**config.mk**
```make
export PLATFORM = sky130hd
export DESIGN_NAME = rtam_refresh_mux
export DESIGN_NICKNAME = d
export VERILOG_FILES = /design/src/rtl/rtam_pkg.sv /design/src/rtl/rtam_refresh_mux.sv
export SDC_FILE = /design/constraint.sdc
export NUM_CORES = 1
export LEC_CHECK = 0
export BUFFER_PORTS_ARGS = -buffer_cell sky130_fd_sc_hd__clkbuf_2
export CAP_MARGIN = 20
export CORE_UTILIZATION = 51
export DETAILED_ROUTE_END_ITERATION = 7
export GPL_TIMING_DRIVEN = 0
export PLACE_DENSITY = 0.81
export SETUP_SLACK_MARGIN = 0.3
export SLEW_MARGIN = 5
export SYNTH_ARGS = -nofsm -noshare
export SYNTH_HDL_FRONTEND = slang
export SYNTH_SLANG_ARGS = --single-unit
```
**constraint.sdc**
```tcl
create_clock -name clock -period 2.7 [get_ports clock]
set_input_delay 0.135 -clock clock [delete_from_list [all_inputs] [get_ports clock]]
set_output_delay 0.135 -clock clock [all_outputs]
set_load 0.02 [all_outputs]
```
**src/rtl/rtam_pkg.sv**
```systemverilog
// package for the refresh timer and dram address multiplexer block
package rtam_pkg;
  // apb byte addresses of the registers
  localparam logic [7:0] RTAM_OFF_CSR = 8'h00;
  localparam logic [7:0] RTAM_OFF_COUNT = 8'h04;
  localparam logic [7:0] RTAM_OFF_COMPARE = 8'h08;
  localparam logic [7:0] RTAM_OFF_DRAM_CTRL = 8'h0C;
  // field positions in refresh_timer_ctrl_status
  localparam int RTAM_CSR_FLAG_BIT = 7;
  localparam int RTAM_CSR_IEN_BIT = 6;
  localparam int RTAM_CSR_CKS_LSB = 3;
  // field positions in dram_control_b
  localparam int RTAM_DCB_COLW_LSB = 0;
  localparam int RTAM_DCB_AREA_LSB = 2;
  // reset values
  localparam logic [2:0] RTAM_CKS_RESET = 3'h0;
  localparam logic [2:0] RTAM_CSR_RSVD_ONES = 3'h7;
  localparam logic [7:0] RTAM_COUNT_RESET = 8'h00;
  localparam logic [7:0] RTAM_COMPARE_RESET = 8'hFF;
  localparam logic [5:0] RTAM_DCB_RESET = 6'h00;
  // prescaler width, enough for the slowest divide of 4096
  localparam int RTAM_PRE_W = 12;
  // column width select encodings
  localparam logic [1:0] RTAM_COLW_8 = 2'h0;
  localparam logic [1:0] RTAM_COLW_9 = 2'h1;
  localparam logic [1:0] RTAM_COLW_10 = 2'h2;
  // highest logical address bit that is multiplexed in the row phase
  localparam int RTAM_ROW_TOP = 20;
  // highest address pin that ever carries a shifted row bit
  localparam int RTAM_ROW_PIN_TOP = 12;

  // apb request from the master
  typedef struct packed {
    logic psel;
    logic penable;
    logic pwrite;
    logic [7:0] paddr;
    logic [31:0] pwdata;
  } rtam_apb_req_type;

  // one external bus cycle request from the bus controller
  typedef struct packed {
    logic [23:0] logical_addr;
    logic row_phase;
    logic two_state16;
    logic byte_access;
  } rtam_bus_req_type;
endpackage : rtam_pkg

```
**src/rtl/rtam_refresh_mux.sv**
```systemverilog
// refresh interval timer with compare flag plus dram row/column address multiplexer
//
// Our own choices: the placing of the registers and register access over APB.
`timescale 1ns/10ps

// How it works
// - count equal to compare sets match flag
// - reset, standby, or read-one-then-write-zero clears flag
// - writing one to match flag does nothing
// - interrupt requested when flag and enable set
// - any dram area forces enable to zero
// - clock select picks halt or divided clock
// - counter steps up once select is nonzero
// - low three status bits read one always
// - two-state 16-bit byte lane by address parity
// - no wait states in two-state 16-bit areas
// - row phase shifts address by column width
module rtam_refresh_mux (
  input wire logic clock,
  input wire logic arst_n,
  input wire rtam_pkg::rtam_apb_req_type apb_req,
  output logic [31:0] prdata,
  output logic pready,
  output logic pslverr,
  input wire logic standby,
  input wire rtam_pkg::rtam_bus_req_type bus_req,
  input wire logic wait_pin,
  output logic [23:0] addr_pins,
  output logic lane_hi_en,
  output logic lane_lo_en,
  output logic insert_wait,
  output logic match_interrupt
);

  // selects the prescaler tick for a clock select code
  function automatic logic div_tick(input logic [2:0] sel,
                                    input logic [rtam_pkg::RTAM_PRE_W-1:0] pre);
    logic t;
    t = 1'b0;
    case (sel)
      3'h1: t = &pre[0:0];
      3'h2: t = &pre[2:0];
      3'h3: t = &pre[4:0];
      3'h4: t = &pre[6:0];
      3'h5: t = &pre[8:0];
      3'h6: t = &pre[10:0];
      3'h7: t = &pre[11:0];
      default: t = 1'b0;
    endcase
    return t;
  endfunction : div_tick

  // register state
  logic flag_r; // match flag
  logic flag_nxt;
  logic ien_r; // match interrupt enable
  logic ien_nxt;
  logic [2:0] cks_r; // refresh clock select
  logic [7:0] count_r; // refresh count
  logic [7:0] count_nxt;
  logic [7:0] compare_r; // refresh compare value
  logic [5:0] dcb_r; // dram_control_b: area enables and column width
  logic armed_r; // flag was read as one since the last csr write
  logic armed_nxt;
  logic [rtam_pkg::RTAM_PRE_W-1:0] pre_r; // free running system clock divider
  logic [31:0] prdata_r;
  logic [23:0] addr_r;
  logic hi_r;
  logic lo_r;
  logic wait_s1_r; // wait pin synchroniser stages
  logic wait_s2_r;
  logic wait_s3_r;
  logic wait_lvl_r; // filtered wait level

  // apb decode
  wire setup_ph = apb_req.psel & ~apb_req.penable;
  wire access_ph = apb_req.psel & apb_req.penable;
  wire wr_acc = access_ph & apb_req.pwrite;
  wire rd_acc = access_ph & ~apb_req.pwrite;
  wire hit_csr = apb_req.paddr == rtam_pkg::RTAM_OFF_CSR;
  wire hit_count = apb_req.paddr == rtam_pkg::RTAM_OFF_COUNT;
  wire hit_compare = apb_req.paddr == rtam_pkg::RTAM_OFF_COMPARE;
  wire hit_dcb = apb_req.paddr == rtam_pkg::RTAM_OFF_DRAM_CTRL;
  wire hit_any = hit_csr | hit_count | hit_compare | hit_dcb;
  wire wr_csr = wr_acc & hit_csr;
  wire wr_count = wr_acc & hit_count;
  wire [7:0] wbyte = apb_req.pwdata[7:0];

  // timer decode
  wire [2:0] cks_new = wbyte[rtam_pkg::RTAM_CSR_CKS_LSB +: 3];
  wire tick = div_tick(cks_r, pre_r);
  wire [7:0] count_inc = count_r + 8'h01;
  wire set_evt = tick & ~wr_count & (count_inc == compare_r);
  wire sw_clear = wr_csr & armed_r & ~wbyte[rtam_pkg::RTAM_CSR_FLAG_BIT];
  wire dram_any = |dcb_r[rtam_pkg::RTAM_DCB_AREA_LSB +: 4];
  wire [7:0] csr_view = {flag_r, ien_r, cks_r, rtam_pkg::RTAM_CSR_RSVD_ONES};
  wire [1:0] colw = dcb_r[rtam_pkg::RTAM_DCB_COLW_LSB +: 2];

  // read mux, unmapped addresses read zero
  wire [7:0] rd_byte = hit_csr ? csr_view :
                       hit_count ? count_r :
                       hit_compare ? compare_r :
                       hit_dcb ? {2'h0, dcb_r} : 8'h00;

  // flag: hardware set beats the software clear, standby beats both
  always_comb
  begin
    flag_nxt = flag_r;
    if (sw_clear)
      flag_nxt = 1'b0;
    if (set_evt)
      flag_nxt = 1'b1;
    if (standby)
      flag_nxt = 1'b0;
  end

  // a one written to the flag is simply not a clear; nothing sets it from the bus
  // arming looks at the flag value the read returned, not the live flag, so a flag that
  // sets between the setup and access edges is never cleared before software saw it
  assign armed_nxt = (rd_acc & hit_csr & prdata_r[rtam_pkg::RTAM_CSR_FLAG_BIT]) ? 1'b1 :
                     (wr_csr ? 1'b0 : armed_r);

  // enable only sticks while no area is dram
  assign ien_nxt = dram_any ? 1'b0 :
                   (wr_csr ? wbyte[rtam_pkg::RTAM_CSR_IEN_BIT] : ien_r);

  // software write to the count wins over a tick in the same cycle
  assign count_nxt = wr_count ? wbyte : (tick ? count_inc : count_r);

  // control and timer registers
  always_ff @(posedge clock or negedge arst_n)
  begin
    if (!arst_n)
    begin
      flag_r <= 1'b0;
      ien_r <= 1'b0;
      cks_r <= rtam_pkg::RTAM_CKS_RESET;
      armed_r <= 1'b0;
    end
    else
    begin
      flag_r <= flag_nxt;
      ien_r <= ien_nxt;
      armed_r <= armed_nxt;
      if (wr_csr)
        cks_r <= cks_new;
    end
  end

  // counter, compare, dram control; the compare resets high so an idle timer stays quiet
  always_ff @(posedge clock or negedge arst_n)
  begin
    if (!arst_n)
    begin
      count_r <= rtam_pkg::RTAM_COUNT_RESET;
      compare_r <= rtam_pkg::RTAM_COMPARE_RESET;
      dcb_r <= rtam_pkg::RTAM_DCB_RESET;
      pre_r <= '0;
    end
    else
    begin
      count_r <= count_nxt;
      pre_r <= pre_r + 1'b1;
      if (wr_acc & hit_compare)
        compare_r <= wbyte;
      if (wr_acc & hit_dcb)
        dcb_r <= wbyte[5:0];
    end
  end

  // read data is latched in the setup cycle so the access phase answers at once
  always_ff @(posedge clock or negedge arst_n)
  begin
    if (!arst_n)
      prdata_r <= 32'h0000_0000;
    else if (setup_ph & ~apb_req.pwrite)
      prdata_r <= {24'h00_0000, rd_byte};
  end

  assign prdata = prdata_r;
  assign pready = 1'b1; // zero wait slave
  assign pslverr = access_ph & ~hit_any;
  assign match_interrupt = flag_r & ien_r;

  // row address bits: each low pin takes the bit one column width higher while that bit is at most bit 20
  logic [23:0] row_addr;
  genvar gi;
  generate
    for (gi = 0; gi < 24; gi = gi + 1)
    begin : g_row
      if (gi > rtam_pkg::RTAM_ROW_PIN_TOP)
      begin : g_keep
        assign row_addr[gi] = bus_req.logical_addr[gi];
      end
      else
      begin : g_shift
        wire [4:0] idx8 = 5'(gi + 8);
        wire [4:0] idx9 = 5'(gi + 9);
        wire [4:0] idx10 = 5'(gi + 10);
        assign row_addr[gi] =
          (colw == rtam_pkg::RTAM_COLW_8) ?
            ((gi + 8 <= rtam_pkg::RTAM_ROW_TOP) ? bus_req.logical_addr[idx8]
                                                : bus_req.logical_addr[gi]) :
          (colw == rtam_pkg::RTAM_COLW_9) ?
            ((gi + 9 <= rtam_pkg::RTAM_ROW_TOP) ? bus_req.logical_addr[idx9]
                                                : bus_req.logical_addr[gi]) :
          (colw == rtam_pkg::RTAM_COLW_10) ?
            ((gi + 10 <= rtam_pkg::RTAM_ROW_TOP) ? bus_req.logical_addr[idx10]
                                                 : bus_req.logical_addr[gi]) :
            bus_req.logical_addr[gi];
      end
    end
  endgenerate

  // column phase or the unsupported fourth code pass the address through
  wire [23:0] addr_sel = bus_req.row_phase ? row_addr : bus_req.logical_addr;

  // byte lanes: even bytes high, odd bytes low, words on both
  wire hi_sel = ~bus_req.byte_access | ~bus_req.logical_addr[0];
  wire lo_sel = ~bus_req.byte_access | bus_req.logical_addr[0];

  // pin driving registers
  always_ff @(posedge clock or negedge arst_n)
  begin
    if (!arst_n)
    begin
      addr_r <= 24'h00_0000;
      hi_r <= 1'b0;
      lo_r <= 1'b0;
    end
    else
    begin
      addr_r <= addr_sel;
      hi_r <= hi_sel;
      lo_r <= lo_sel;
    end
  end

  assign addr_pins = addr_r;
  assign lane_hi_en = hi_r;
  assign lane_lo_en = lo_r;

  // wait pin: three stages, the level moves only when stages two and three agree
  always_ff @(posedge clock or negedge arst_n)
  begin
    if (!arst_n)
    begin
      wait_s1_r <= 1'b0;
      wait_s2_r <= 1'b0;
      wait_s3_r <= 1'b0;
      wait_lvl_r <= 1'b0;
    end
    else
    begin
      wait_s1_r <= wait_pin;
      wait_s2_r <= wait_s1_r;
      wait_s3_r <= wait_s2_r;
      if (wait_s2_r == wait_s3_r)
        wait_lvl_r <= wait_s3_r;
    end
  end

  // fast areas have a fixed two-state cycle, so the pin is ignored there
  assign insert_wait = wait_lvl_r & ~bus_req.two_state16;
endmodule : rtam_refresh_mux

```
==> results of run 1 <==
[flip-flops by register name (all words and copies together), names as in the netlist]
register and count:
addr_pins 24, pre_r 12, compare_r 8, count_r 8, prdata 8, dcb_r 6
cks_r 3, armed_r 1, flag_r 1, ien_r 1, lane_hi_en 1, lane_lo_en 1
wait_lvl_r 1, wait_s1_r 1, wait_s2_r 1, wait_s3_r 1
[routing by layer]
layer | up-vias | share of wire | track usage
met1 | 1544 | 0.39 | 0.302
met4 | 0 | 0.031 | 0.125
li1 | 1421 | - | -
met5 | - | 0 | 0
met2 | 158 | 0.51 | 0.416
met3 | 38 | 0.067 | 0.0463
[cells in the mapped netlist (all sizes together), types with 2 or more instances]
cell type  number
o21ai          13
nand2          14
mux2i          10
a21oi          14
nand4           5
dfstp           8
buf            31
inv             7
a22o            5
nand3           5
ha              5
and3            3
mux2           29
nand2b          3
clkbuf          7
dfrtp          70
xor2           14
nor4            2
nor2b           3
mux4           14
a31oi           4
or3             2
o2111ai         5
xnor2          10
a311o           2
or4             3
conb            2
nor2           20
and2            4
[area by class of cell]
class                           count  area [µm²]  share of cell area
Multi-Input combinational cell    228        1930               0.377
Inverter                            7        26.3             0.00514
Buffer                             38         248              0.0484
Clock inverter                      7        56.3              0.0110
Clock buffer                        9         124              0.0242
Sequential cell                    78        1960               0.384
Tap cell                           99         124              0.0242
Timing Repair Buffer              107         648               0.127
[worst max path at each step]
stage,from,cells past startpoint,slack (ns),to
after floorplan,pre_r[0],10,0.47,count_r[5]
after global placement,pre_r[0],10,-0.02,count_r[5]
after detailed placement,pre_r[0],10,-0.09,count_r[5]
after CTS,pre_r[0],10,0.33,count_r[5]
after global routing,pre_r[0],10,0.33,count_r[5]
final,pre_r[0],10,0.33,count_r[5]
[cells by family (layout without fill, tap and decap cells)]
kind of cell    count (synthesis)  in the layout
fa+ha+maj                       6              6
xor+xnor                       24             24
flops                          78             78
mux                            53             53
other cells                     2             25
simple gates                   73             73
buf+inv                        45            168
compound gates                 47             47
[what timing repair did]
action | in CTS | in global routing
setup endpoints to repair | 9 | 7
buffers inserted | 2 | 3
pin swaps | 1 | 0
hold endpoints to repair | 36 | 0
resized for setup | 6 | 5
hold buffers | 15 | 0
[metrics by stage]
step / total power [mW] / setup TNS [ns] / setup slack, ns / hold WS (ns) / utilization
2_1_floorplan: 1.45 / 0 / 0.465 / -0.161 / -
3_3_place_gp: 1.58 / -0.0180 / -0.0180 / 0.245 / 0.626
3_5_place_dp: 1.59 / -0.0912 / -0.0879 / 0.138 / 0.630
4_1_cts: 2.40 / 0 / 0.332 / 0.0147 / 0.680
5_1_grt: 2.49 / 0 / 0.326 / 0.0130 / 0.687
6_report: 2.39 / 0 / 0.335 / 0.0222 / 0.687
[power by group through the flow]
| stage | sequential, mW | clock (mW) | combinational [mW] |
|---|---|---|---|
| 2_1_floorplan | 1.28 | 0 | 0.177 |
| 3_3_place_gp | 1.24 | 0 | 0.331 |
| 3_5_place_dp | 1.25 | 0 | 0.344 |
| 4_1_cts | 1.22 | 0.815 | 0.364 |
| 5_1_grt | 1.23 | 0.865 | 0.395 |
| 6_report | 1.22 | 0.794 | 0.368 |
[placed cells by master, fill, tap and decap left out, drive strengths merged, types with 9 or more instances in the layout]
master,instances
a21oi,14
buf,37
dfrtp,70
nor2,20
mux2i,10
o21ai,13
dlygate4sd3,15
xor2,14
mux4,14
clkbuf,102
mux2,29
conb,25
nand2,14
inv,9
xnor2,10
==> impl_metrics.ini, run 1 <==
[status]
outcome = finished, final reports clean

[drt]
drt-pass1-iter-count = 4
vias = 3161
drt_iter0_drc = 175
wl_per_cell_um = 16.8
drc = 0
vias_per_cell = 5.52
ant_nets = 0
routed_wl_um = 9640

[setup_path]
rr_worst_depth = 10
arrival_ns = 2.60
critPathMaxStageDelay_ns = 0.39
rr_endpoint = count_r[5]
critPathMostFrequentCell = ha_2
critical_path_class = reg -> reg
path_max_fanout = 3
critPathTopFamily = simple AND/OR/NAND/NOR gates
slowest_stage = dfrtp_1
r2r_slack_ns = 0.33
worstPathRequired_ns = 2.94
worstSetupStartpointType = register
crit_chain = ha_2, nand3_4, nor2_4, and2_1, ha_2, mux2i_4, a31oi_4, o211ai_1, mux2i_1, or2_2
r2r-start = pre_r[0]
crit_buf_inv = 0
setup.worst_path.end_class = register

[floorplanning]
core.rowCount = 31
die_h_um = 90.8
die_area_um2 = 8240
die_w_um = 90.8
io_pins = 136
core_region_area_um2 = 7450
start_util = 0.539

[layout]
final_area_um2 = 5110
diodes = 0
fin_cells = 573
drive_gt1_frac = 0.430
nets = 548
fillCellCount = 547
area_growth_pct = 27.3

[logic_synthesis]
synth_edf_count = 0
ys_top_cells_by_area = dfrtp_1, mux2_2, mux4_2, dfstp_2, buf_4
synth-adder-area-share = 0.0181
synth_warnings = 0
synthCells = 328
synth_top_area_cell = dfrtp_1
yosys.area.top_type_share = 0.436
synth_ff_type = dfrtp_1
synth_top_family_by_area = multiplexers
avgSynthCellArea_um2 = 12.2
synthSimpleGateAreaFrac = 0.110
synth_area_um2 = 4020
synth_cell_types = 51
yosysSeqAreaShare = 0.488
async_flop_share = 1.00
synth-xor-area-share = 0.0523
synthMuxAreaShare = 0.185
ys_ff_latch = 78
synth_compound_area_frac = 0.0769

[sta]
finalCritPeriodShare = 0.876
fin_crit_ns = 2.37
maxSlewHeadroom = 0.528
fmax_mhz = 423
rsz0062_at_grt = false
hold_violations = 0
setup_viol = 0
tightest_slew_ns = 0.702
finClkSkew_ns = 0.0115
slew_violations = 0

[place]
dp.cells = 537
dp_hpwl_um = 6840
io_buffers = 86
placed_area_um2 = 4690
place.gp.congestion = 0.853

[global_route]
grtUsageTotal = 0.247
grt_max_degree = 49
grt_pass1_vias = 3204
grt_pass1_wl_um = 15600
grt_overflow = 0
antenna_found_initial = 0

[clock_network]
numClockSinks = 78
cts_max_level = 3
cts_tree = done
clk_pin_slew_ns = 0.08
cts_inserted_buffers = 9
clock_latency_ns = 0.35
root_buffer = clkbuf_8
clk_path_buf_depth = 2

[worst_hold_path]
min_to = addr_pins[2]
holdPathStages = 2
min_from = bus_req[5]
min_path_type = in -> reg

[pwr]
p_int_mw = 1.71
clockPowerShare = 0.333
p_sw_mw = 0.678
power.share.sequential = 0.513
p_leak_nw = 2.37
switching_share = 0.284
ir_drop_uv = 241
cellPowerDensity_nw_per_um2 = 467
p_comb_frac = 0.154

[flow_run]
max-cap-violations = 0
Note: power is estimated with default switching activity, not from simulation.
==> run 2, diff against run 1 <==
--- a/config.mk
+++ b/config.mk
@@ -7,10 +7,10 @@
 export LEC_CHECK = 0
 export BUFFER_PORTS_ARGS = -buffer_cell sky130_fd_sc_hd__clkbuf_2
 export CAP_MARGIN = 20
-export CORE_UTILIZATION = 51
+export CORE_UTILIZATION = 35
 export DETAILED_ROUTE_END_ITERATION = 7
 export GPL_TIMING_DRIVEN = 0
-export PLACE_DENSITY = 0.81
+export PLACE_DENSITY = 0.6
 export SETUP_SLACK_MARGIN = 0.3
 export SLEW_MARGIN = 5
 export SYNTH_ARGS = -nofsm -noshare
==> run 2 against run 1 <==
Utilization fell by 21 points. Final cell count up 6.6%. Combinational power down 1%. Sequential power barely moved. Highest routed layer unchanged. Power is 24% higher. Global-route usage down 8.5 points. Cell area increased by 2.6%.
==> impl_metrics.ini, run 2 (same netlist as run 1, synthesis figures left out) <==
[status]
outcome = finished, final reports clean

[setup_path]
arrival_ns = 2.46
setup.worst_path.end_class = register
path_depth = 10
critPathTopFamily = simple AND/OR/NAND/NOR gates
r2r_slack_ns = 0.46
worstSetupStartpointType = register
critPathMaxStageDelay_ns = 0.39
setup.worst_path.start = pre_r[0]
slowest_stage = dfrtp_1
path_max_fanout = 4
rr_worst_depth = 10
critical_path_class = reg -> reg
crit_chain = ha_1, nand3_2, nor2_1, and2_1, ha_1, mux2i_1, a31oi_2, o211ai_1, mux2i_1, or2_2
worstPathRequired_ns = 2.92
endpoint = count_r[5]
rr_endpoint = count_r[5]
crit_buf_inv = 0
r2r-start = pre_r[0]

[drt]
routed_wl_um = 9170
vias_per_cell = 4.80
drc = 0
drt-pass1-iter-count = 4
wl_per_cell_um = 15.0
drt_iter0_drc = 165
ant_nets = 0
vias = 2935

[layout]
fillCellCount = 996
largest_reg_flops = 24
mostFrequentLayoutCells = clkbuf_2, dfrtp_1, mux2_2, buf_4, conb_1
final_area_um2 = 5250
nets = 545
diodes = 0
area_growth_pct = 30.6
fin_util = 0.476
final_common_cell = clkbuf_2
seqCellArea_um2 = 1960
drive_gt1_frac = 0.414
multi_input_area_um2 = 1880

[global_route]
antenna_found_initial = 0
grt_pass1_vias = 2806
grt_max_degree = 44
grt_pass1_wl_um = 14400
grtUsageTotal = 0.161
grt_overflow = 0

[floorplanning]
die_w_um = 109
core_region_area_um2 = 11000
die_area_um2 = 11900
start_util = 0.364
die_h_um = 109
core.rowCount = 38
io_pins = 136

[sta]
fin_crit_ns = 2.24
setup_viol = 0
hold_violations = 0
slew_violations = 0
tightest_slew_ns = 0.699
fin_setup_tns_ns = 0
rsz0062_at_grt = false
maxSlewHeadroom = 0.531
finalCritPeriodShare = 0.831
finClkSkew_ns = 0.00836
fmax_mhz = 445

[clock_network]
cts_tree = done
cts_inserted_buffers = 9
clock_latency_ns = 0.34
numClockSinks = 78
root_buffer = clkbuf_16
clk_pin_slew_ns = 0.07
clk_path_buf_depth = 2
cts_max_level = 3

[pwr]
ir_drop_uv = 360
p_leak_nw = 2.43
p_total_mw = 2.96
cellPowerDensity_nw_per_um2 = 564

[worst_hold_path]
min_path_type = in -> reg

[place]
dp_hpwl_um = 6870
place.gp.congestion = 0.821
io_buffers = 86
placed_area_um2 = 4730

[flow_run]
max-cap-violations = 0
-- run 2: cell type report --
cell class,count,area share
Sequential cell,78,0.374
Multi-Input combinational cell,228,0.358
Timing Repair Buffer,104,0.118
Buffer,38,0.0472
Clock buffer,10,0.0436
Tap cell,140,0.0334
Clock inverter,6,0.0212
Inverter,7,0.00501
-- run 2: metal layers --
layer,vias up,part of all wire,global-route usage
met5,-,0,0
met4,0,0.020,0.0627
met3,11,0.042,0.0347
met2,86,0.49,0.248
met1,1425,0.45,0.221
li1,1413,-,-
-- run 2: repair_timing --
action | CTS | global route
gates resized for setup | 1 | 1
hold endpoints to repair | 54 | 0
pin swaps | 1 | 0
hold buffers | 15 | 0
setup endpoints to repair | 4 | 5
buffers inserted | 2 | 0
-- run 2: worst min path at each step --
stage,start,end,slack [ns],cells past startpoint
floorplan,arst_n,addr_pins[0],-0.16,0
global placement,bus_req[24],addr_pins[21],0.25,1
detailed placement,arst_n,pre_r[1],0.21,1
CTS,bus_req[3],lane_lo_en,0.04,2
global route,bus_req[3],lane_lo_en,0.04,2
finish,bus_req[3],lane_lo_en,0.04,2
-- run 2: power by group --
group	switching (mW)	internal, mW	total (mW)
combinational	0.205	0.159	0.364
clock	0.468	0.903	1.37
sequential	0.0175	1.21	1.23
-- run 2: stage by stage --
step | instances | worst slack [ns] | hold slack, ns
6_report | 611 | 0.455 | 0.0424
5_1_grt | 611 | 0.311 | 0.0425
4_1_cts | 611 | 0.424 | 0.0385
3_5_place_dp | 578 | 0.0654 | 0.210
3_3_place_gp | 577 | 0.0745 | 0.246
2_1_floorplan | 351 | 0.465 | -0.161
==> run 3, diff against run 2 <==
--- a/config.mk
+++ b/config.mk
@@ -10,7 +10,7 @@
 export CORE_UTILIZATION = 35
 export DETAILED_ROUTE_END_ITERATION = 7
 export GPL_TIMING_DRIVEN = 0
-export PLACE_DENSITY = 0.6
+export PLACE_DENSITY = 0.62
 export SETUP_SLACK_MARGIN = 0.3
 export SLEW_MARGIN = 5
 export SYNTH_ARGS = -nofsm -noshare
==> constraint.sdc (replaced) <==
create_clock -name clock -period 2 [get_ports clock]
set_input_delay 0.1 -clock clock [delete_from_list [all_inputs] [get_ports clock]]
set_output_delay 0.1 -clock clock [all_outputs]
set_load 0.02 [all_outputs]
==> run 3 against run 2 <==
The run now ends with negative setup slack left. Sequential share of layout area is 0.71 points lower. Worst setup slack worse by 0.63 ns. Count of clock-buffer cells in the layout increased by 1.
==> impl_metrics.ini, run 3 (same netlist as run 1, synthesis figures left out) <==
[status]
outcome = finished, violations left
violations = negative setup slack

[place]
io_buffers = 86
dp_hpwl_um = 6920
place.gp.congestion = 0.800
placed_area_um2 = 4760
place_ws_ns = -0.517

[sta]
rsz0062_at_grt = true
hold_violations = 0
maxSlewHeadroom = 0.513
setup_viol = 9
finClkSkew_ns = 0.00568
setup_slack_ns = -0.180
finalCritPeriodShare = 1.09
fmax_mhz = 459
tightest_slew_ns = 0.725
fin_crit_ns = 2.18
slew_violations = 0

[layout]
mostFrequentLayoutCells = clkbuf_2, dfrtp_1, buf_4, mux2_2, conb_1
diodes = 0
final_common_cell = clkbuf_2
drive_gt1_frac = 0.446
nets = 556
final_area_um2 = 5350
area_growth_pct = 33.2
largest_reg_flops = 24
fillCellCount = 1023

[setup_path]
critical_path_class = reg -> reg
slowest_stage = o21bai_1
critPathMaxStageDelay_ns = 0.44
worstSetupStartpointType = register
setup.worst_path.end_class = register
arrival_ns = 2.44
critPathTopFamily = compound AO/OA/AOI/OAI gates
worstPathRequired_ns = 2.26
crit_chain = ha_4, buf_4, ha_1, nor2_1, o21bai_1, o211ai_1, buf_4, xor2_1, a21oi_1
crit_buf_inv = 2
critPathMostFrequentCell = buf_4
path_max_fanout = 6

[floorplanning]
start_util = 0.364
io_pins = 136
die_area_um2 = 11900
die_w_um = 109
core.rowCount = 38
die_h_um = 109
core_region_area_um2 = 11000

[global_route]
grtUsageTotal = 0.169
grt_pass1_vias = 3020
grt_pass1_wl_um = 15200
antenna_found_initial = 0
grt_overflow = 0
grt_max_degree = 49

[clock_network]
cts_max_level = 3
numClockSinks = 78
clk_path_buf_depth = 2
cts_tree = done
clock_latency_ns = 0.33
cts_inserted_buffers = 9
clk_pin_slew_ns = 0.06
root_buffer = clkbuf_16

[pwr]
ir_drop_uv = 405
clockPowerShare = 0.409
p_leak_nw = 2.48
p_sw_mw = 0.945
p_total_mw = 3.64
cellPowerDensity_nw_per_um2 = 680
switching_share = 0.260
power.share.sequential = 0.455
p_int_mw = 2.69
p_comb_frac = 0.136

[drt]
ant_nets = 0
vias_per_cell = 4.85
drt-pass1-iter-count = 4
routed_wl_um = 9500
drt_iter0_drc = 150
drc = 0
vias = 3014
wl_per_cell_um = 15.3

[flow_run]
max-cap-violations = 0

[worst_hold_path]
min_path_type = in -> reg
-- run 3: cell count changes in the layout (fill, tap and decap cells not counted), sizes merged --
cell and delta:
buf +12, bufinv -3, clkinv +1, inv +1
-- run 3: what timing repair did --
item | in CTS | in global routing
setup buffers | 11 | 2
pin swaps | 8 | 11
resized for setup | 9 | 9
setup endpoints to repair | 11 | 12
hold buffers | 15 | 0
hold endpoints to repair | 41 | 0
-- run 3: worst reg2reg max path, cell delays in order, from the launching register on --
cell	delay, ns
dfrtp_1	0.41
ha_4	0.17
buf_4	0.10
ha_1	0.12
nor2_1	0.04
o21bai_1	0.44
o211ai_1	0.30
buf_4	0.23
xor2_1	0.13
a21oi_1	0.14
-- run 3: cell type report --
| cell class | count | area (µm²) | share of cell area |
|---|---|---|---|
| Buffer | 38 | 264 | 0.0493 |
| Clock buffer | 11 | 233 | 0.0435 |
| Clock inverter | 5 | 35.0 | 0.00655 |
| Inverter | 7 | 26.3 | 0.00491 |
| Multi-Input combinational cell | 228 | 1940 | 0.362 |
| Sequential cell | 78 | 1960 | 0.367 |
| Tap cell | 140 | 175 | 0.0327 |
| Timing Repair Buffer | 115 | 716 | 0.134 |
-- run 3: path summary, 6_finish.rpt --
check	start	to	slack [ns]	cells past startpoint
worst max-delay path	pre_r[1]	count_r[0]	-0.18	9
worst min-delay path	bus_req[5]	addr_pins[2]	0.02	2
worst max register to register	pre_r[1]	count_r[0]	-0.18	9
worst min register to register	wait_s1_r	wait_s2_r	0.35	0
max in group asynchronous	arst_n	compare_r[0]	1.07	3
min in group asynchronous	arst_n	pre_r[6]	0.29	2
-- run 3: power groups by stage --
| stage | Sequential, mW | Combinational (mW) | Clock, mW |
|---|---|---|---|
| after CTS | 1.65 | 0.495 | 1.52 |
| after floorplan | 1.72 | 0.240 | 0 |
| after global routing | 1.66 | 0.539 | 1.58 |
| final | 1.65 | 0.493 | 1.49 |
| after detailed placement | 1.68 | 0.469 | 0 |
| after global placement | 1.68 | 0.456 | 0 |
-- run 3: routing by layer --
metal  vias up  GRT usage  part of all wire
li1       1430          -                 -
met1      1500      0.223              0.45
met2        74      0.269              0.49
met3        10     0.0335             0.040
met4         0     0.0695             0.014
met5         -          0                 0
-- run 3: metrics by stage --
step                      setup TNS [ns]  hold WS (ns)  utilization  instances
after global placement             -2.18         0.212        0.429        577
after global routing               -1.77        0.0117        0.485        622
after detailed placement           -2.84         0.105        0.431        578
after floorplan                  -0.0740        -0.196            -        351
after CTS                          -1.01       0.00541        0.480        620
final                             -0.851        0.0161        0.485        622
